**config.mk**
```make
export PLATFORM = sky130hd
export DESIGN_NAME = tmr_io_select
export DESIGN_NICKNAME = d
export VERILOG_FILES = /design/src/tmr_io_pkg.sv /design/src/tmr_io_select.sv
export SDC_FILE = /design/constraint.sdc
export NUM_CORES = 1
export LEC_CHECK = 0
export BUFFER_PORTS_ARGS = -buffer_cell sky130_fd_sc_hd__buf_2
export CAP_MARGIN = 0
export CELL_PAD_IN_SITES_DETAIL_PLACEMENT = 0
export CELL_PAD_IN_SITES_GLOBAL_PLACEMENT = 1
export CORE_MARGIN = 2
export CORE_UTILIZATION = 41
export CTS_CLUSTER_DIAMETER = 40
export CTS_CLUSTER_SIZE = 30
export DETAILED_ROUTE_END_ITERATION = 8
export GPL_TIMING_DRIVEN = 0
export PLACE_DENSITY = 0.95
export SLEW_MARGIN = 20
export SYNTH_ARGS = -nofsm -noshare
export SYNTH_HDL_FRONTEND = slang
export SYNTH_SLANG_ARGS = --single-unit
```
**constraint.sdc**
```tcl
create_clock -name I_CORE_CLK -period 5.05 [get_ports I_CORE_CLK]
set_input_delay 0.505 -clock I_CORE_CLK [delete_from_list [all_inputs] [get_ports I_CORE_CLK]]
set_output_delay 0.505 -clock I_CORE_CLK [all_outputs]
set_load 0.02 [all_outputs]
```
**src/tmr_io_pkg.sv**
```systemverilog
// Package of register offsets, field positions and reset values for the timer I/O block.
package tmr_io_pkg;
    // ------------------------------------------------------------------
    // Register offsets (byte addresses)
    // ------------------------------------------------------------------
    localparam logic [7:0] ADDR_IO_CTRL_CH0 = 8'h00;
    localparam logic [7:0] ADDR_IO_CTRL_CH5 = 8'h04;
    localparam logic [7:0] ADDR_MODE_CH0    = 8'h08;
    localparam logic [7:0] ADDR_CH1_CTRL    = 8'h0C;
    localparam logic [7:0] ADDR_STATUS      = 8'h10;
    localparam logic [7:0] ADDR_IRQ_MASK    = 8'h14;
    localparam logic [7:0] ADDR_GREG_CH0    = 8'h18;
    localparam logic [7:0] ADDR_GREG_CH5    = 8'h1C;
    // ------------------------------------------------------------------
    // Field positions
    // ------------------------------------------------------------------
    localparam int IO_FIELD_LSB   = 4;
    localparam int BUF_MODE_BIT   = 5;
    localparam int ST_CAP0_BIT    = 0;
    localparam int ST_CAP5_BIT    = 1;
    localparam int ST_OVF_BIT     = 2;
    localparam int ST_UNF_BIT     = 3;
    // ------------------------------------------------------------------
    // Reset values and the undivided prescaler select
    // ------------------------------------------------------------------
    localparam logic [7:0] RST_IO_CTRL  = 8'h00;
    localparam logic [7:0] RST_MODE     = 8'h00;
    localparam logic [7:0] RST_CH1_CTRL = 8'h00;
    localparam logic [3:0] RST_STATUS   = 4'h0;
    localparam logic [3:0] RST_MASK     = 4'h0;
    localparam logic [2:0] PRESCALE_UNDIVIDED = 3'h0;
endpackage : tmr_io_pkg

```
**src/tmr_io_select.sv**
```systemverilog
// Timer channel I/O compare and capture selection with APB registers.
//
// Implementation choices: the placing of the registers and register access over APB.
`timescale 1ns/100ps
`default_nettype none
// Functional notes
// - Compare mode with nonzero action drives initial pin level from field bit 6.
// - Compare action 01 drives the pin low on compare match.
// - Compare action 10 drives the pin high on compare match.
// - Compare action 11 toggles the pin on compare match.
// - Top bit set with low bits 00 captures on rising source edge.
// - Capture with low bits 01 captures on falling source edge.
// - Capture with bit 5 set captures on both edges.
// - Channel 0 register four with bit 6 clear captures from its own pin.
// - Channel 0 with bits 7 and 6 set captures on channel 1 count.
// - No neighbour capture when channel 1 prescaler select is 000.
// - Buffer mode on channel 0 suppresses its capture and compare actions.
// - Channel 5 register two ignores bit 6 and captures from its pin.
// - Capture sets the capture/compare flag and raises its interrupt.
// - Counter overflow sets the overflow flag and raises its interrupt.
// - Counter underflow sets the underflow flag and raises its interrupt.
module tmr_io_select #(
    parameter int CNT_W = 16
) (
    // Clock and reset
    input  wire logic             I_CORE_CLK,
    input  wire logic             I_RESET,
    // APB slave
    input  wire logic             i_psel,
    input  wire logic             i_penable,
    input  wire logic             i_pwrite,
    input  wire logic [7:0]       i_paddr,
    input  wire logic [31:0]      i_pwdata,
    output logic                  o_pready,
    output logic                  o_pslverr,
    output logic [31:0]           o_prdata,
    // Counter events
    input  wire logic [CNT_W-1:0] i_ch0_count,
    input  wire logic [CNT_W-1:0] i_ch5_count,
    input  wire logic             i_ch0_match,
    input  wire logic             i_ch5_match,
    input  wire logic             i_ch1_count_step,
    input  wire logic             i_overflow,
    input  wire logic             i_underflow,
    // Timer pins
    input  wire logic             i_ch0_pin_four,
    input  wire logic             i_ch5_pin_two,
    output logic                  o_ch0_pin_four,
    output logic                  o_ch0_pin_four_oe,
    output logic                  o_ch5_pin_two,
    output logic                  o_ch5_pin_two_oe,
    // Interrupts
    output logic                  o_capture_compare_irq,
    output logic                  o_overflow_irq,
    output logic                  o_underflow_irq,
    output logic                  o_irq
);
    // ------------------------------------------------------------------
    // Registers
    // ------------------------------------------------------------------
    logic [7:0]       io_ch0_q, io_ch5_q, mode_ch0_q, ch1_ctrl_q;
    logic [3:0]       status_q, status_d, mask_q;
    logic [CNT_W-1:0] greg0_q, greg5_q;
    logic             pin0_q, pin5_q, pin0_oe_q, pin5_oe_q;
    logic             src0_prev_q, src5_prev_q;
    logic [31:0]      rdata_d;
    logic             irq_d;

    // Decodes the low two bits of the field into edge selection for a pin source.
    function automatic logic edge_hit(input logic [1:0] low, input logic prev,
                                      input logic now);
        logic rise;
        logic fall;
        rise = now & ~prev;
        fall = prev & ~now;
        if (low[1]) edge_hit = rise | fall;
        else if (low[0]) edge_hit = fall;
        else edge_hit = rise;
    endfunction : edge_hit

    // Next pin level on a compare match.
    function automatic logic match_level(input logic [1:0] low, input logic cur);
        unique case (low)
            2'h1: match_level = 1'b0;
            2'h2: match_level = 1'b1;
            2'h3: match_level = ~cur;
            default: match_level = cur;
        endcase
    endfunction : match_level

    // ------------------------------------------------------------------
    // Field decode
    // ------------------------------------------------------------------
    wire logic [3:0] f0 = io_ch0_q[tmr_io_pkg::IO_FIELD_LSB +: 4];
    wire logic [3:0] f5 = io_ch5_q[tmr_io_pkg::IO_FIELD_LSB +: 4];
    wire logic buf_mode = mode_ch0_q[tmr_io_pkg::BUF_MODE_BIT];
    wire logic ch0_active = ~buf_mode;
    wire logic ch0_neigh_ok = ch1_ctrl_q[2:0] != tmr_io_pkg::PRESCALE_UNDIVIDED;
    wire logic cap0_pin = f0[3] & ~f0[2] & ch0_active
                        & edge_hit(f0[1:0], src0_prev_q, i_ch0_pin_four);
    wire logic cap0_nb  = f0[3] & f0[2] & ch0_active & ch0_neigh_ok
                        & i_ch1_count_step;
    wire logic cap0 = cap0_pin | cap0_nb;
    wire logic cap5 = f5[3] & edge_hit(f5[1:0], src5_prev_q, i_ch5_pin_two);
    wire logic cmp0_en = ~f0[3] & (f0[1:0] != 2'h0) & ch0_active;
    wire logic cmp5_en = ~f5[3] & (f5[1:0] != 2'h0);

    // ------------------------------------------------------------------
    // APB decode
    // ------------------------------------------------------------------
    wire logic acc     = i_psel & i_penable;
    wire logic wr      = acc & i_pwrite;
    wire logic rd      = acc & ~i_pwrite;
    wire logic mapped  = (i_paddr[1:0] == 2'h0) && (i_paddr <= tmr_io_pkg::ADDR_GREG_CH5);
    wire logic rd_stat = rd & (i_paddr == tmr_io_pkg::ADDR_STATUS);

    always_comb begin
        rdata_d = 32'h0000_0000;
        unique case (i_paddr)
            tmr_io_pkg::ADDR_IO_CTRL_CH0: rdata_d[7:0] = io_ch0_q;
            tmr_io_pkg::ADDR_IO_CTRL_CH5: rdata_d[7:0] = io_ch5_q;
            tmr_io_pkg::ADDR_MODE_CH0:    rdata_d[7:0] = mode_ch0_q;
            tmr_io_pkg::ADDR_CH1_CTRL:    rdata_d[7:0] = ch1_ctrl_q;
            tmr_io_pkg::ADDR_STATUS:      rdata_d[3:0] = status_q;
            tmr_io_pkg::ADDR_IRQ_MASK:    rdata_d[3:0] = mask_q;
            tmr_io_pkg::ADDR_GREG_CH0:    rdata_d[CNT_W-1:0] = greg0_q;
            tmr_io_pkg::ADDR_GREG_CH5:    rdata_d[CNT_W-1:0] = greg5_q;
            default:                      rdata_d = 32'h0000_0000;
        endcase
    end

    // A read clears only the bits it returned, so an event taken at the setup edge
    // stays pending for the next read; an event in the access cycle wins as well.
    always_comb begin
        status_d = rd_stat ? (status_q & ~o_prdata[3:0]) : status_q;
        if (cap0) status_d[tmr_io_pkg::ST_CAP0_BIT] = 1'b1;
        if (cap5) status_d[tmr_io_pkg::ST_CAP5_BIT] = 1'b1;
        if (i_overflow) status_d[tmr_io_pkg::ST_OVF_BIT] = 1'b1;
        if (i_underflow) status_d[tmr_io_pkg::ST_UNF_BIT] = 1'b1;
    end
    assign irq_d = |(status_d & mask_q);

    // ------------------------------------------------------------------
    // Register bus
    // ------------------------------------------------------------------
    always_ff @(posedge I_CORE_CLK) begin
        if (I_RESET) begin
            io_ch0_q   <= tmr_io_pkg::RST_IO_CTRL;
            io_ch5_q   <= tmr_io_pkg::RST_IO_CTRL;
            mode_ch0_q <= tmr_io_pkg::RST_MODE;
            ch1_ctrl_q <= tmr_io_pkg::RST_CH1_CTRL;
            mask_q     <= tmr_io_pkg::RST_MASK;
            o_prdata   <= 32'h0000_0000;
            o_pslverr  <= 1'b0;
            o_pready   <= 1'b0;
        end else begin
            o_pready  <= i_psel & ~i_penable;
            o_pslverr <= i_psel & ~i_penable & ~mapped;
            o_prdata  <= rdata_d;
            if (wr & o_pready) begin
                unique case (i_paddr)
                    tmr_io_pkg::ADDR_IO_CTRL_CH0: io_ch0_q   <= i_pwdata[7:0];
                    tmr_io_pkg::ADDR_IO_CTRL_CH5: io_ch5_q   <= i_pwdata[7:0];
                    tmr_io_pkg::ADDR_MODE_CH0:    mode_ch0_q <= i_pwdata[7:0];
                    tmr_io_pkg::ADDR_CH1_CTRL:    ch1_ctrl_q <= i_pwdata[7:0];
                    tmr_io_pkg::ADDR_IRQ_MASK:    mask_q     <= i_pwdata[3:0];
                    default: ;
                endcase
            end
        end
    end

    // ------------------------------------------------------------------
    // Status and interrupts
    // ------------------------------------------------------------------
    always_ff @(posedge I_CORE_CLK) begin
        if (I_RESET) begin
            status_q              <= tmr_io_pkg::RST_STATUS;
            o_irq                 <= 1'b0;
            o_capture_compare_irq <= 1'b0;
            o_overflow_irq        <= 1'b0;
            o_underflow_irq       <= 1'b0;
        end else begin
            status_q              <= (rd_stat & o_pready) ? status_d
                                   : (status_d | status_q);
            o_irq                 <= irq_d;
            o_capture_compare_irq <= status_d[0] | status_d[1];
            o_overflow_irq        <= status_d[tmr_io_pkg::ST_OVF_BIT];
            o_underflow_irq       <= status_d[tmr_io_pkg::ST_UNF_BIT];
        end
    end

    // ------------------------------------------------------------------
    // Capture registers and pin drive
    // ------------------------------------------------------------------
    // The previous-level samples run through reset, so a pin already high when
    // reset ends is not mistaken for a rising edge.
    always_ff @(posedge I_CORE_CLK) begin
        src0_prev_q <= i_ch0_pin_four;
        src5_prev_q <= i_ch5_pin_two;
        if (I_RESET) begin
            greg0_q <= '0;
            greg5_q <= '0;
        end else begin
            if (cap0) greg0_q <= i_ch0_count;
            if (cap5) greg5_q <= i_ch5_count;
        end
    end

    always_ff @(posedge I_CORE_CLK) begin
        if (I_RESET) begin
            pin0_q    <= 1'b0;
            pin5_q    <= 1'b0;
            pin0_oe_q <= 1'b0;
            pin5_oe_q <= 1'b0;
        end else begin
            pin0_oe_q <= cmp0_en;
            pin5_oe_q <= cmp5_en;
            if (!cmp0_en) pin0_q <= f0[2];
            else if (!pin0_oe_q) pin0_q <= f0[2];
            else if (i_ch0_match) pin0_q <= match_level(f0[1:0], pin0_q);
            if (!cmp5_en) pin5_q <= f5[2];
            else if (!pin5_oe_q) pin5_q <= f5[2];
            else if (i_ch5_match) pin5_q <= match_level(f5[1:0], pin5_q);
        end
    end

    assign o_ch0_pin_four    = pin0_q;
    assign o_ch0_pin_four_oe = pin0_oe_q;
    assign o_ch5_pin_two     = pin5_q;
    assign o_ch5_pin_two_oe  = pin5_oe_q;

    // ------------------------------------------------------------------
    // Checks
    // ------------------------------------------------------------------
    toggle_match_a: assert property (@(posedge I_CORE_CLK) disable iff (I_RESET)
        (pin5_oe_q && cmp5_en && f5[1:0] == 2'h3 && i_ch5_match)
        |=> (pin5_q != $past(pin5_q))) else $error("Toggle on match missing");
    low_match_a: assert property (@(posedge I_CORE_CLK) disable iff (I_RESET)
        (pin5_oe_q && cmp5_en && f5[1:0] == 2'h1 && i_ch5_match) |=> !pin5_q)
        else $error("Pin not low after match");
    high_match_a: assert property (@(posedge I_CORE_CLK) disable iff (I_RESET)
        (pin0_oe_q && cmp0_en && f0[1:0] == 2'h2 && i_ch0_match) |=> pin0_q)
        else $error("Pin not high after match");
    init_level_a: assert property (@(posedge I_CORE_CLK) disable iff (I_RESET)
        (cmp5_en && !pin5_oe_q) |=> (pin5_q == $past(f5[2])))
        else $error("Initial level wrong");
    disabled_pin_a: assert property (@(posedge I_CORE_CLK) disable iff (I_RESET)
        (!f5[3] && f5[1:0] == 2'h0) |=> !pin5_oe_q)
        else $error("Pin driven while disabled");
    buffer_block_a: assert property (@(posedge I_CORE_CLK) disable iff (I_RESET)
        buf_mode |-> !cap0 && !cmp0_en) else $error("Buffer mode leaked action");
    neigh_prescale_a: assert property (@(posedge I_CORE_CLK) disable iff (I_RESET)
        (ch1_ctrl_q[2:0] == 3'h0) |-> !cap0_nb) else $error("Neighbour capture at div1");
    capture_copy_a: assert property (@(posedge I_CORE_CLK) disable iff (I_RESET)
        cap5 |=> (greg5_q == $past(i_ch5_count)) && status_q[1])
        else $error("Capture not stored");
    ovf_flag_a: assert property (@(posedge I_CORE_CLK) disable iff (I_RESET)
        i_overflow |=> status_q[2] && o_overflow_irq) else $error("Overflow flag missing");
    unf_flag_a: assert property (@(posedge I_CORE_CLK) disable iff (I_RESET)
        i_underflow |=> status_q[3] && o_underflow_irq) else $error("Underflow flag missing");
    rise_cap_a: assert property (@(posedge I_CORE_CLK) disable iff (I_RESET)
        (f5[3] && f5[1:0] == 2'h0 && $rose(i_ch5_pin_two)) |-> cap5)
        else $error("Rising capture missed");

    // ------------------------------------------------------------------
    // Checks on channel 0, channel 5 compare, the capture sources, status and the bus
    // ------------------------------------------------------------------
    ch0_toggle_a: assert property (@(posedge I_CORE_CLK) disable iff (I_RESET)
        (pin0_oe_q && cmp0_en && f0[1:0] == 2'h3 && i_ch0_match)
        |=> (pin0_q != $past(pin0_q)))
        else $error("Channel 0 toggle on match missing");
    ch0_low_a: assert property (@(posedge I_CORE_CLK) disable iff (I_RESET)
        (pin0_oe_q && cmp0_en && f0[1:0] == 2'h1 && i_ch0_match)
        |=> !pin0_q)
        else $error("Channel 0 pin not low after match");
    ch5_high_a: assert property (@(posedge I_CORE_CLK) disable iff (I_RESET)
        (pin5_oe_q && cmp5_en && f5[1:0] == 2'h2 && i_ch5_match)
        |=> pin5_q)
        else $error("Channel 5 pin not high after match");
    pin_hold_a: assert property (@(posedge I_CORE_CLK) disable iff (I_RESET)
        (pin5_oe_q && cmp5_en && !i_ch5_match)
        |=> $stable(pin5_q))
        else $error("Pin moved without a match");
    ch0_init_a: assert property (@(posedge I_CORE_CLK) disable iff (I_RESET)
        (cmp0_en && !pin0_oe_q)
        |=> (pin0_q == $past(f0[2])))
        else $error("Channel 0 initial level wrong");
    ch0_disabled_a: assert property (@(posedge I_CORE_CLK) disable iff (I_RESET)
        (!f0[3] && f0[1:0] == 2'h0)
        |=> !pin0_oe_q)
        else $error("Channel 0 pin driven while disabled");
    buffer_pin_a: assert property (@(posedge I_CORE_CLK) disable iff (I_RESET)
        buf_mode
        |=> !pin0_oe_q)
        else $error("Channel 0 pin driven in buffer mode");
    fall_cap_a: assert property (@(posedge I_CORE_CLK) disable iff (I_RESET)
        (f5[3] && f5[1:0] == 2'h1 && $fell(i_ch5_pin_two))
        |-> cap5)
        else $error("Falling capture missed");
    both_cap_a: assert property (@(posedge I_CORE_CLK) disable iff (I_RESET)
        (f5[3] && f5[1] && $changed(i_ch5_pin_two))
        |-> cap5)
        else $error("Both-edge capture missed");
    ch5_bit6_a: assert property (@(posedge I_CORE_CLK) disable iff (I_RESET)
        (f5[3] && f5[2] && f5[1:0] == 2'h0 && $rose(i_ch5_pin_two))
        |-> cap5)
        else $error("Channel 5 capture lost to bit 6");
    own_pin_a: assert property (@(posedge I_CORE_CLK) disable iff (I_RESET)
        (f0[3] && !f0[2] && !buf_mode && f0[1:0] == 2'h0 && $rose(i_ch0_pin_four))
        |-> cap0)
        else $error("Channel 0 pin capture missed");
    neigh_step_a: assert property (@(posedge I_CORE_CLK) disable iff (I_RESET)
        (f0[3] && f0[2] && !buf_mode && i_ch1_count_step
         && ch1_ctrl_q[2:0] != tmr_io_pkg::PRESCALE_UNDIVIDED) |-> cap0)
        else $error("Neighbour step capture missed");
    neigh_only_a: assert property (@(posedge I_CORE_CLK) disable iff (I_RESET)
        (f0[3] && f0[2] && !i_ch1_count_step)
        |-> !cap0)
        else $error("Neighbour mode captured without a step");
    ch0_flag_a: assert property (@(posedge I_CORE_CLK) disable iff (I_RESET)
        cap0
        |=> (status_q[tmr_io_pkg::ST_CAP0_BIT] && o_capture_compare_irq))
        else $error("Channel 0 capture flag missing");
    ch0_copy_a: assert property (@(posedge I_CORE_CLK) disable iff (I_RESET)
        cap0
        |=> (greg0_q == $past(i_ch0_count)))
        else $error("Channel 0 capture not stored");
    status_sticky_a: assert property (@(posedge I_CORE_CLK) disable iff (I_RESET)
        !rd_stat
        |=> ((status_q & $past(status_q)) == $past(status_q)))
        else $error("Status bit lost without a read");
    irq_level_a: assert property (@(posedge I_CORE_CLK) disable iff (I_RESET)
        (((status_q & mask_q) != 4'h0) && !rd_stat)
        |=> o_irq)
        else $error("Interrupt output low with an unmasked flag");
    ready_answer_a: assert property (@(posedge I_CORE_CLK) disable iff (I_RESET)
        (i_psel && !i_penable)
        |=> o_pready)
        else $error("Bus access not answered");
    ready_pulse_a: assert property (@(posedge I_CORE_CLK) disable iff (I_RESET)
        (o_pready && i_penable)
        |=> !o_pready)
        else $error("Ready held past the access");
endmodule : tmr_io_select
`default_nettype wire

```
==> reports/metrics.yaml, run 1 <==
outcome: "complete, no violations"
vias: 3721
cp.arrival_ns: 2.69
clkSinkCount: 100
dp.cells: 686
reg2reg_slack_ns: 2.62
numPortBuffers: 84
drtIter0Drc: 268
syn-cell-area_mm2: 0.00430
finalWeightedCongestion: 0.864
synthDistinctLibCells: 44
synth_warnings: 0
yosysTopAreaCell: "dfxtp_1"
fillers: 995
seq_area_frac_synth: 0.465
max_freq_mhz: 411
antennaDiodeCount: 0
end_kind: "register"
wirelength_um: 11300
cts-root-buf: "clkbuf_8"
r2r_start: "io_ch0_q[7]$_SDFFE_PP0P_"
max_slew_margin: 0.365
synth_edf_count: 0
hold_viol: 0
yosysMostFrequentCell: "dfxtp_1"
cp.required_ns: 5.31
stdcell_count: 702
cts_buffers: 9
slowest_delay_ns: 0.75
clk_pin_slew_worst_paths_ns: 0.10
syn_to_final_growth_pct: 19.7
totalNegativeSetupSlack_ns: 0
p_per_area_mw_per_mm2: 278
grt_pass1_vias: 3569
slowest_stage: "o21ai_1"
rr_worst_depth: 6
grt_usage: 0.198
worstMarginPinSlew_ns: 0.945
netlist_top_cells_count: "dfxtp_1 (100), nor2_1 (62), mux2i_1 (50)"
min_from: "i_ch5_pin_two"
ys_ff_latch: 100
grt_overflow: 0
dieArea_mm2: 0.0113
critPathKind: "reg -> reg"
hold_buffers: 0
synth_top_area_share: 0.465
min_to: "src5_prev_q$_DFF_P_"
io-pin-count: 126
holdPathStages: 1
initial_core_util: 0.419
critical_path.top_delay_family: "compound AO/OA/AOI/OAI gates"
reg2reg_to: "greg0_q[1]$_SDFFE_PP0P_"
core_mm2: 0.0103
startpoint_type: "register"
remaining_drc_errors: 0
cts_setup_buffers: 0
crit_fanout: 10
cts_tree: "done"
post_cts_resized: 0
cap_violations: 0
path_cells: "nor2b_1 > nand3_1 > o21ai_1 > buf_2 > mux2i_1 > nor2_1"
final.period_utilization: 0.482
hpwl_um: 8460
grt_pass1_wl_um: 17600
wl_per_cell_um: 16.1
min_period_ns: 2.43
setup_viol: 0
antenna_left: 0
synthTopCellsByArea: "dfxtp_1 (47%), mux2i_1 (12%), nor2_1 (5.4%)"
skew_ns: 0.00969
slew_viol_final: 0
htreeDepth: 3
finalNetCount: 649
dieWidth_um: 106
antenna_found_initial: 0
rsz0062_at_grt: "no"
cts_buffer_depth: 2
syn_avg_cell_area_um2: 9.54
vias_per_cell: 5.30
clock_latency_ns: 0.37
yosys_most_used_dff: "dfxtp_1"
rows: 37
path_buf_inv: 1
grt_max_degree: 19
ir_drop_uv: 150
syn-instance-count: 451
die_height_um: 106
drive_gt1_frac: 0.267
ys_async_sr_fraction: 0
hold_class: "in -> reg"
power.leakage_uw: 0.00220
drtPass1Iterations: 5
## placed cells by master, fill, tap and decap left out, drive strengths merged, types with 2 or more instances in the layout
| cell | n |
|---|---|
| a21boi | 2 |
| a21oi | 36 |
| a22oi | 13 |
| a311oi | 2 |
| a31oi | 4 |
| buf | 113 |
| clkbuf | 19 |
| clkinv | 2 |
| conb | 16 |
| dfxtp | 100 |
| dlygate4sd1 | 2 |
| ha | 4 |
| inv | 13 |
| mux2 | 3 |
| mux2i | 50 |
| mux4 | 7 |
| nand2 | 43 |
| nand2b | 2 |
| nand3 | 31 |
| nor2 | 62 |
| nor2b | 6 |
| nor3 | 5 |
| nor4 | 5 |
| o211ai | 2 |
| o21ai | 6 |
| o21ba | 2 |
| o221a | 2 |
## cell type report
cell class	instances	area (µm²)	area share
repair buffers	84	420	0.0816
well taps	136	170	0.0330
multi-input cells	316	2040	0.397
clock buffers	9	124	0.0240
inverters	9	33.8	0.00655
flip-flops and latches	100	2000	0.388
plain buffers	41	280	0.0544
clock inverters	7	78.8	0.0153
## how the worst max path moves through the flow
| stage | from | end | depth (start not counted) | slack, ns |
|---|---|---|---|---|
| after floorplan | i_paddr[1] | ch1_ctrl_q[0]$_SDFFE_PP0P_ | 6 | 2.83 |
| after global placement | i_paddr[1] | io_ch5_q[7]$_SDFFE_PP0P_ | 7 | 2.39 |
| after detailed placement | i_paddr[1] | o_prdata[7]$_SDFF_PP0_ | 7 | 2.33 |
| after CTS | io_ch0_q[7]$_SDFFE_PP0P_ | greg0_q[1]$_SDFFE_PP0P_ | 6 | 2.62 |
| after global routing | io_ch0_q[7]$_SDFFE_PP0P_ | greg0_q[1]$_SDFFE_PP0P_ | 6 | 2.49 |
| final | io_ch0_q[7]$_SDFFE_PP0P_ | greg0_q[1]$_SDFFE_PP0P_ | 6 | 2.62 |
## worst register-to-register path, cell delays in order (launching register included)
cell     delay, ns
dfxtp_1       0.43
nor2b_1       0.19
nand3_1       0.15
o21ai_1       0.76
buf_2         0.48
mux2i_1       0.26
nor2_1        0.05
## per-layer routing
metal	GRT usage	wire length, µm	up-vias
li1	-	-	1768
met1	0.251	4920	1800
met2	0.332	5480	135
met3	0.0343	711	18
met4	0.0853	220	0
met5	0	0	-
## metrics by stage
step | power [µW] | area [µm²] | utilization | hold slack, ns | setup slack [ns]
final | 1440 | 5150 | 0.501 | 0.267 | 2.62
after detailed placement | 921 | 4950 | 0.482 | 0.449 | 2.33
after CTS | 1440 | 5150 | 0.501 | 0.258 | 2.62
after floorplan | 875 | 4360 | - | 0.429 | 2.83
after global placement | 920 | 4950 | 0.482 | 0.440 | 2.39
after global routing | 1480 | 5150 | 0.501 | 0.263 | 2.49
## sequential cells by signal (all words and copies together) (netlist names), 4 cells and up
signal	flops
greg5_q	16
mask_q	4
status_q	4
greg0_q	16
ch1_ctrl_q	8
o_prdata	16
io_ch5_q	8
mode_ch0_q	8
io_ch0_q	8
## report_power, final
part | switching (µW) | internal [µW]
Combinational | 66.1 | 43.7
Sequential | 2.64 | 792
Clock | 294 | 236
Total | 363 | 1070
## cell families (layout without fill, tap and decap cells)
logic type,count (synthesis),in the layout,share of synthesized area
AND/OR/NAND/NOR,162,162,0.180
flip-flops,100,100,0.465
adder cells (fa/ha/maj),4,4,0.0116
AO/OA/AOI/OAI,74,74,0.109
buffers and inverters,50,150,0.0730
other,1,16,0.000871
multiplexers,60,60,0.161
Note: power is estimated with default switching activity, not from simulation.
==> run 2: changes to the inputs <==
--- a/config.mk
+++ b/config.mk
@@ -10,12 +10,12 @@
 export CELL_PAD_IN_SITES_DETAIL_PLACEMENT = 0
 export CELL_PAD_IN_SITES_GLOBAL_PLACEMENT = 1
 export CORE_MARGIN = 2
-export CORE_UTILIZATION = 41
+export CORE_UTILIZATION = 35
 export CTS_CLUSTER_DIAMETER = 40
 export CTS_CLUSTER_SIZE = 30
 export DETAILED_ROUTE_END_ITERATION = 8
 export GPL_TIMING_DRIVEN = 0
-export PLACE_DENSITY = 0.95
+export PLACE_DENSITY = 0.88
 export SLEW_MARGIN = 20
 export SYNTH_ARGS = -nofsm -noshare
 export SYNTH_HDL_FRONTEND = slang
==> constraint.sdc (replaced) <==
create_clock -name I_CORE_CLK -period 2.1 [get_ports I_CORE_CLK]
set_input_delay 0.21 -clock I_CORE_CLK [delete_from_list [all_inputs] [get_ports I_CORE_CLK]]
set_output_delay 0.21 -clock I_CORE_CLK [all_outputs]
set_load 0.02 [all_outputs]
==> run 2 against run 1 <==
Net effect:
- global-route usage fell by 2.3 points
- critical path type is now in -> reg
- die area up 16%
- worst setup slack worse by 2.5 ns
- final cell count up 2.4%
- sequential power up 140%
- combinational power up 140%
- register-to-register slack worse by 2.4 ns
- clock skew fell by 0.0050 ns
- clock power increased to 2.9 times the previous value
- worst hold slack worse by 0.20 ns
==> reports/metrics.yaml, run 2 (same netlist as run 1, synthesis figures left out) <==
slowest_stage: "or4_4"
final.period_utilization: 0.922
ir_drop_uv: 391  # +160%
p_total_uw: 3740  # +160%
reg2reg_slack_ns: 0.19  # -2.43 ns
finalWeightedCongestion: 0.820  # -5.1%
htreeDepth: 3  # unchanged
cts-root-buf: "clkbuf_16"
switching_share: 0.229  # -0.0240
seqCellArea_mm2: 0.00200  # unchanged
io-pin-count: 126  # unchanged
grt_usage: 0.175  # -0.0233
wl_per_cell_um: 16.0  # -0.67%
clk_pin_slew_worst_paths_ns: 0.07  # -0.03 ns
holdPathStages: 2  # +1
critical_path_cell_count: 8  # +2
numPortBuffers: 84  # unchanged
critPathKind: "in -> reg"
power.leakage_uw: 0.00227  # +3.1%
outcome: "complete, no violations"
dp_slack_ns: -0.338  # -2.67 ns
reg2reg_to: "greg0_q[0]$_SDFFE_PP0P_"
min_period_ns: 1.94
multiInputGateArea_mm2: 0.00207  # +1.1%
slew_viol_final: 0  # unchanged
rows: 40  # +8.1%
grt_overflow: 0  # unchanged
antenna_found_initial: 0  # unchanged
die_height_um: 115  # +7.9%
drive_gt1_frac: 0.273  # +0.00594
cts_buffers: 9  # unchanged
reg_top3: "greg0_q: 16 flops, greg5_q: 16 flops, o_prdata: 16 flops"
dp.cells: 697  # +1.6%
syn_to_final_growth_pct: 23.8
wirelength_um: 11500  # +1.7%
clkSinkCount: 100  # unchanged
cap_violations: 0  # unchanged
path_cells: "buf_2 > or4_4 > buf_6 > nor2_1 > and3_1 > buf_2 > a22oi_1 > a21oi_1"
stdcell_count: 719  # +2.4%
clockPowerShare: 0.417  # +0.047
antenna_left: 0  # unchanged
end_kind: "register"
grt_pass1_wl_um: 17800  # +1.1%
drtPass1Iterations: 5  # unchanged
r2r_start: "io_ch0_q[4]$_SDFFE_PP0P_"
totalNegativeSetupSlack_ns: 0  # unchanged
remaining_drc_errors: 0  # unchanged
critical_path.top_delay_family: "simple AND/OR/NAND/NOR gates"
slowest_delay_ns: 0.52  # -0.23 ns
min_from: "i_penable"
skew_ns: 0.00468  # -0.00501 ns
vias_per_cell: 5.10  # -3.9%
fillers: 1168  # +17%
p_per_area_mw_per_mm2: 702  # +150%
max_slew_margin: 0.515  # +0.150
cp.arrival_ns: 2.20  # -0.49 ns
pwr-share-seq: 0.511  # -0.043
finish.utilization: 0.443  # -0.0580
layout_setup_ws_ns: 0.164  # -2.45 ns
vias: 3664  # -1.5%
final_cell_mix: "dfxtp_1 (100), buf_2 (87), nor2_1 (62), mux2i_1 (50), nand2_1 (43)"
p_switching_uw: 856  # +140%
rsz0062_at_grt: "no"
dieArea_mm2: 0.0132  # +16%
clock_latency_ns: 0.34  # -0.03 ns
p_int_uw: 2880  # +170%
max_freq_mhz: 517
hpwl_um: 8520  # +0.72%
crit_start: "i_paddr[1]"
worstMarginPinSlew_ns: 0.725  # -0.220 ns
min_to: "o_pready$_SDFF_PP0_"
crit_fanout: 10  # unchanged
finalNetCount: 655  # +0.92%
drtIter0Drc: 353  # +32%
hold_viol: 0  # unchanged
core_mm2: 0.0120  # +17%
cp.required_ns: 2.36  # -2.95 ns
p_comb_frac: 0.072  # -0.004
dieWidth_um: 115  # +7.9%
initial_core_util: 0.358  # -0.0605
startpoint_type: "primary input"
cts_tree: "done"
grt_max_degree: 16  # -3
antennaDiodeCount: 0  # unchanged
final_common_cell: "dfxtp_1"
grt_pass1_vias: 3536  # -0.92%
crit_top_cell: "buf_2"
cts_buffer_depth: 2  # unchanged
hold_class: "in -> reg"
path_buf_inv: 3  # +2
rr_worst_depth: 6  # unchanged
setup_viol: 0  # unchanged
[run 2: cell type report]
cell class              instances  area share
inverters                       9     0.00634
well taps                     147      0.0345
repair buffers                 90      0.0883
plain buffers                  41      0.0540
flip-flops and latches        100       0.376
clock buffers                  13      0.0489
clock inverters                 3     0.00399
multi-input cells             316       0.388
[run 2: power groups by stage]
| stage | registers [µW] | clock network [µW] | logic, µW |
|---|---|---|---|
| after floorplan | 1960 | 0 | 144 |
| after global routing | 1910 | 1660 | 290 |
| after CTS | 1910 | 1570 | 268 |
| final | 1910 | 1560 | 268 |
| after detailed placement | 1950 | 0 | 264 |
| after global placement | 1950 | 0 | 259 |
[run 2: metrics by stage]
stage	hold slack (ns)	instance area (µm²)
3_5_place_dp	0.346	4960
2_1_floorplan	0.238	4360
5_1_grt	0.0762	5330
4_1_cts	0.0656	5300
6_report	0.0678	5330
3_3_place_gp	0.345	4960
[run 2: layer usage]
metal | track usage | part of all wire | vias to the layer above | wire length [µm]
met3 | 0.0395 | 0.073 | 14 | 843
li1 | - | - | 1779 | -
met5 | 0 | 0 | - | 0
met2 | 0.291 | 0.48 | 143 | 5550
met1 | 0.225 | 0.43 | 1728 | 4950
met4 | 0.0570 | 0.016 | 0 | 184
[run 2: worst register-to-register path, delay by kind of cell, from the launching register on]
family,cells,cell delay [ns]
multiplexers,2,0.56
AO/OA/AOI/OAI,2,0.47
flip-flops,1,0.46
buffers and inverters,1,0.23
AND/OR/NAND/NOR,1,0.06
[run 2: repair_timing]
action	in CTS	in global routing
resized for setup	4	4
setup endpoints to repair	11	23
setup buffers	2	2
hold endpoints to repair	2	0
hold buffers	2	0
pin swaps	1	1
[run 2: how the worst max path moves through the flow]
stage / end / slack (ns)
3_3_place_gp: o_prdata[6]$_SDFF_PP0_ / -0.27
5_1_grt: greg5_q[12]$_SDFFE_PP0P_ / 0.02
4_1_cts: greg5_q[12]$_SDFFE_PP0P_ / 0.02
6_report: o_prdata[7]$_SDFF_PP0_ / 0.16
3_5_place_dp: o_prdata[7]$_SDFF_PP0_ / -0.34
2_1_floorplan: ch1_ctrl_q[0]$_SDFFE_PP0P_ / 0.18
==> run 3: changes to the inputs <==
--- a/config.mk
+++ b/config.mk
@@ -5,17 +5,18 @@
 export SDC_FILE = /design/constraint.sdc
 export NUM_CORES = 1
 export LEC_CHECK = 0
+export ABC_AREA = 1
 export BUFFER_PORTS_ARGS = -buffer_cell sky130_fd_sc_hd__buf_2
 export CAP_MARGIN = 0
 export CELL_PAD_IN_SITES_DETAIL_PLACEMENT = 0
 export CELL_PAD_IN_SITES_GLOBAL_PLACEMENT = 1
 export CORE_MARGIN = 2
-export CORE_UTILIZATION = 35
+export CORE_UTILIZATION = 33
 export CTS_CLUSTER_DIAMETER = 40
 export CTS_CLUSTER_SIZE = 30
 export DETAILED_ROUTE_END_ITERATION = 8
 export GPL_TIMING_DRIVEN = 0
-export PLACE_DENSITY = 0.88
+export PLACE_DENSITY = 0.87
 export SLEW_MARGIN = 20
 export SYNTH_ARGS = -nofsm -noshare
 export SYNTH_HDL_FRONTEND = slang
==> run 3 against run 2 <==
Net effect:
- flip-flop and latch count did not move
- critical path depth is 3 higher
- core utilization decreased by 2.1 points
- routed wire length is 2.1% higher
- global-route usage decreased by 0.47 points
- total power rose by 5.4%
- combinational power grew 2%
- synthesized area rose by 1.2%
- register-to-register slack improved by 0.05 ns
- worst hold slack gained 0.0091 ns
- highest routed layer unchanged
- clock-buffer cell count is 4 lower
- critical endpoint is now greg0_q[5]$_SDFFE_PP0P_
- worst setup slack better by 0.015 ns
==> reports/metrics.yaml, run 3 <==
antenna_left: 0  # unchanged
yosys_most_used_dff: "dfxtp_1"
syn_avg_cell_area_um2: 7.60  # -20%
ir_drop_uv: 409  # +4.6%
drtIter0Drc: 296  # -16%
cts-root-buf: "clkbuf_16"
synthMuxAreaShare: 0  # -0.161
final_common_cell: "dfxtp_1"
crit_end: "greg0_q[5]$_SDFFE_PP0P_"
cp.arrival_ns: 2.14  # -0.06 ns
dieWidth_um: 119  # +3.5%
hold_viol: 0  # unchanged
end_kind: "register"
final_cell_mix: "dfxtp_1 (100), buf_2 (88), a21oi_1 (75), nand2_1 (74), inv_1 (65)"
remaining_drc_errors: 0  # unchanged
grt_pass1_vias: 3949  # +12%
cp.required_ns: 2.32  # -0.04 ns
vias_per_cell: 4.70  # -7.8%
skew_ns: 0.00812  # +0.00343 ns
drtPass1Iterations: 4  # -1
htreeDepth: 3  # unchanged
max_freq_mhz: 521  # +0.77%
p_int_uw: 2970  # +3.0%
syn-instance-count: 573  # +27%
synthTopCellsByArea: "dfxtp_1 (46%), a21oi_1 (8.7%), o21ai_0 (6.9%)"
grt_overflow: 0  # unchanged
path_cells: "dlygate4sd3_1 > buf_2 > inv_1 > ha_1 > nor2_1 > nor2_1 > nand2_1 > nand3_2 > clkbuf_1 > o21ai_0 > a21oi_1"
finalNetCount: 774  # +18%
p_switching_uw: 973  # +14%
pwr-share-seq: 0.486  # -0.025
p_per_area_mw_per_mm2: 730  # +4.1%
cts_setup_buffers: 0  # -2
reg2reg_to: "greg5_q[11]$_SDFFE_PP0P_"
synthAdderAreaFrac: 0.0115  # -0.000137
min_period_ns: 1.92  # -0.0148 ns
numPortBuffers: 85  # +1.2%
cts_tree: "done"
crit_top_cell: "nor2_1"
clockPowerShare: 0.445  # +0.028
core_mm2: 0.0128  # +6.3%
synth_simple_gate_area_frac: 0.222  # +0.0424
dieArea_mm2: 0.0141  # +7.1%
die_height_um: 119  # +3.5%
initial_core_util: 0.341  # -0.0174
startpoint_type: "primary input"
netlist_top_cells_count: "dfxtp_1 (100), a21oi_1 (76), nand2_1 (74)"
drive_gt1_frac: 0.219  # -0.0542
slew_viol_final: 0  # unchanged
cts_buffers: 9  # unchanged
cap_violations: 0  # unchanged
postLayoutCellArea_mm2: 0.00540  # +1.3%
synth_top_family_by_area: "simple AND/OR/NAND/NOR gates"
clk_pin_slew_worst_paths_ns: 0.07  # about the same
yosysTopAreaCell: "dfxtp_1"
final.period_utilization: 0.915  # -0.00705
r2r_start: "src5_prev_q$_DFF_P_"
path_buf_inv: 4  # +1
p_total_uw: 3940  # +5.4%
slowest_delay_ns: 0.52  # about the same
worstMarginPinSlew_ns: 0.630  # -0.0953 ns
synth_top_area_share: 0.460  # -0.00548
clkSinkCount: 100  # unchanged
reg2reg_slack_ns: 0.24  # +0.05 ns
critPathKind: "in -> reg"
syn_to_final_growth_pct: 23.9
critical_path.top_delay_family: "buffers and inverters"
p_comb_frac: 0.069  # -0.003
yosysMostFrequentCell: "dfxtp_1"
totalNegativeSetupSlack_ns: 0  # unchanged
reg_top3: "greg0_q: 16 flops, greg5_q: 16 flops, o_prdata: 16 flops"
rr_worst_depth: 8  # +2
vias: 4054  # +11%
setup_viol: 0  # unchanged
synthXorXnorAreaFrac: 0  # unchanged
power.leakage_uw: 0.00236  # +4.0%
hold_class: "in -> reg"
synthDistinctLibCells: 34  # -23%
syn-cell-area_mm2: 0.00436  # +1.2%
grt_usage: 0.170  # -0.00468
synth-compound-area-share: 0.191  # +0.0823
synth_edf_count: 0  # unchanged
ys_ff_latch: 100  # unchanged
synth_warnings: 0  # unchanged
crit_fanout: 10  # unchanged
antennaDiodeCount: 0  # unchanged
finalWeightedCongestion: 0.850  # +3.7%
io-pin-count: 126  # unchanged
seq_area_frac_synth: 0.460  # -0.00548
slowest_stage: "dlygate4sd3_1"
rsz0062_at_grt: "no"
max_slew_margin: 0.580  # +0.0653
wirelength_um: 11800  # +2.1%
outcome: "complete, no violations"
wl_per_cell_um: 13.6  # -15%
cts_buffer_depth: 2  # unchanged
crit_start: "i_ch0_pin_four"
grt_pass1_wl_um: 19100  # +7.3%
clock_latency_ns: 0.35  # about the same
switching_share: 0.247  # +0.0179
antenna_found_initial: 0  # unchanged
ys_async_sr_fraction: 0  # unchanged
place_area_mm2: 0.00505  # +1.8%
critical_path_cell_count: 11  # +3
grt_max_degree: 20  # +4
rows: 41  # +2.5%
hpwl_um: 9290  # +9.0%
-- run 3: cell types whose count changed in the layout (fill, tap and decap cells not counted), sizes merged, moves of 20 or more --
| cell | before | now |
|---|---|---|
| a21oi | 36 | 77 |
| inv | 9 | 71 |
| mux2i | 50 | 0 |
| nand2 | 43 | 80 |
| nand3 | 31 | 51 |
| o21ai | 6 | 70 |
-- run 3: repair_timing --
action | CTS | global route
endpoints found under the hold margin | 2 | 0
hold buffers | 2 | 0
resized for setup | 0 | 2
endpoints found under the setup margin | 0 | 27
-- run 3: logic make-up (layout without fill, tap and decap cells) --
| group | Yosys count | after routing |
|---|---|---|
| AOI/OAI and AO/OA | 160 | 160 |
| buffers and inverters | 106 | 209 |
| and+or+nand+nor | 202 | 202 |
| other | 1 | 16 |
| adders and majority gates | 4 | 4 |
| DFF | 100 | 100 |
-- run 3: worst min-delay path by stage --
stage              startpoint                  end  depth (start not counted)
2_1_floorplan  i_ch0_pin_four  src0_prev_q$_DFF_P_                          0
3_3_place_gp   i_ch0_pin_four  src0_prev_q$_DFF_P_                          1
3_5_place_dp   i_ch0_pin_four  src0_prev_q$_DFF_P_                          1
4_1_cts             i_penable  o_pready$_SDFF_PP0_                          2
5_1_grt             i_penable  o_pready$_SDFF_PP0_                          2
6_report            i_penable  o_pready$_SDFF_PP0_                          2
-- run 3: layout make-up --
cell class	instances	area (µm²)
Fill cell	1284	7380
Sequential cell	100	2000
Multi-Input combinational cell	382	1920
Timing Repair Buffer	87	445
Buffer	40	251
Inverter	66	248
Clock buffer	9	225
Tap cell	172	215
Clock inverter	7	90.1
-- run 3: per-stage QoR --
step	instances	setup WS, ns	utilization	hold WS [ns]
finish	863	0.179	0.422	0.0769
global route	863	0.0131	0.422	0.0799
CTS	863	0.0526	0.422	0.0665
floorplan	588	0.542	-	0.238
detailed placement	845	0.0293	0.396	0.350
global placement	845	0.0897	0.396	0.344
-- run 3: power by group through the flow --
stage          Clock [µW]  Combinational [µW]  Sequential [µW]
2_1_floorplan           0                 149             1970
3_3_place_gp            0                 265             1960
3_5_place_dp            0                 268             1960
4_1_cts              1790                 271             1910
5_1_grt              1870                 300             1920
6_report             1750                 273             1910
-- run 3: routing by layer --
layer,GRT usage,vias up,part of all wire
met5,0,-,0
met4,0.0372,0,0.012
met3,0.0565,15,0.057
met2,0.293,107,0.49
met1,0.206,1856,0.44
li1,-,2076,-
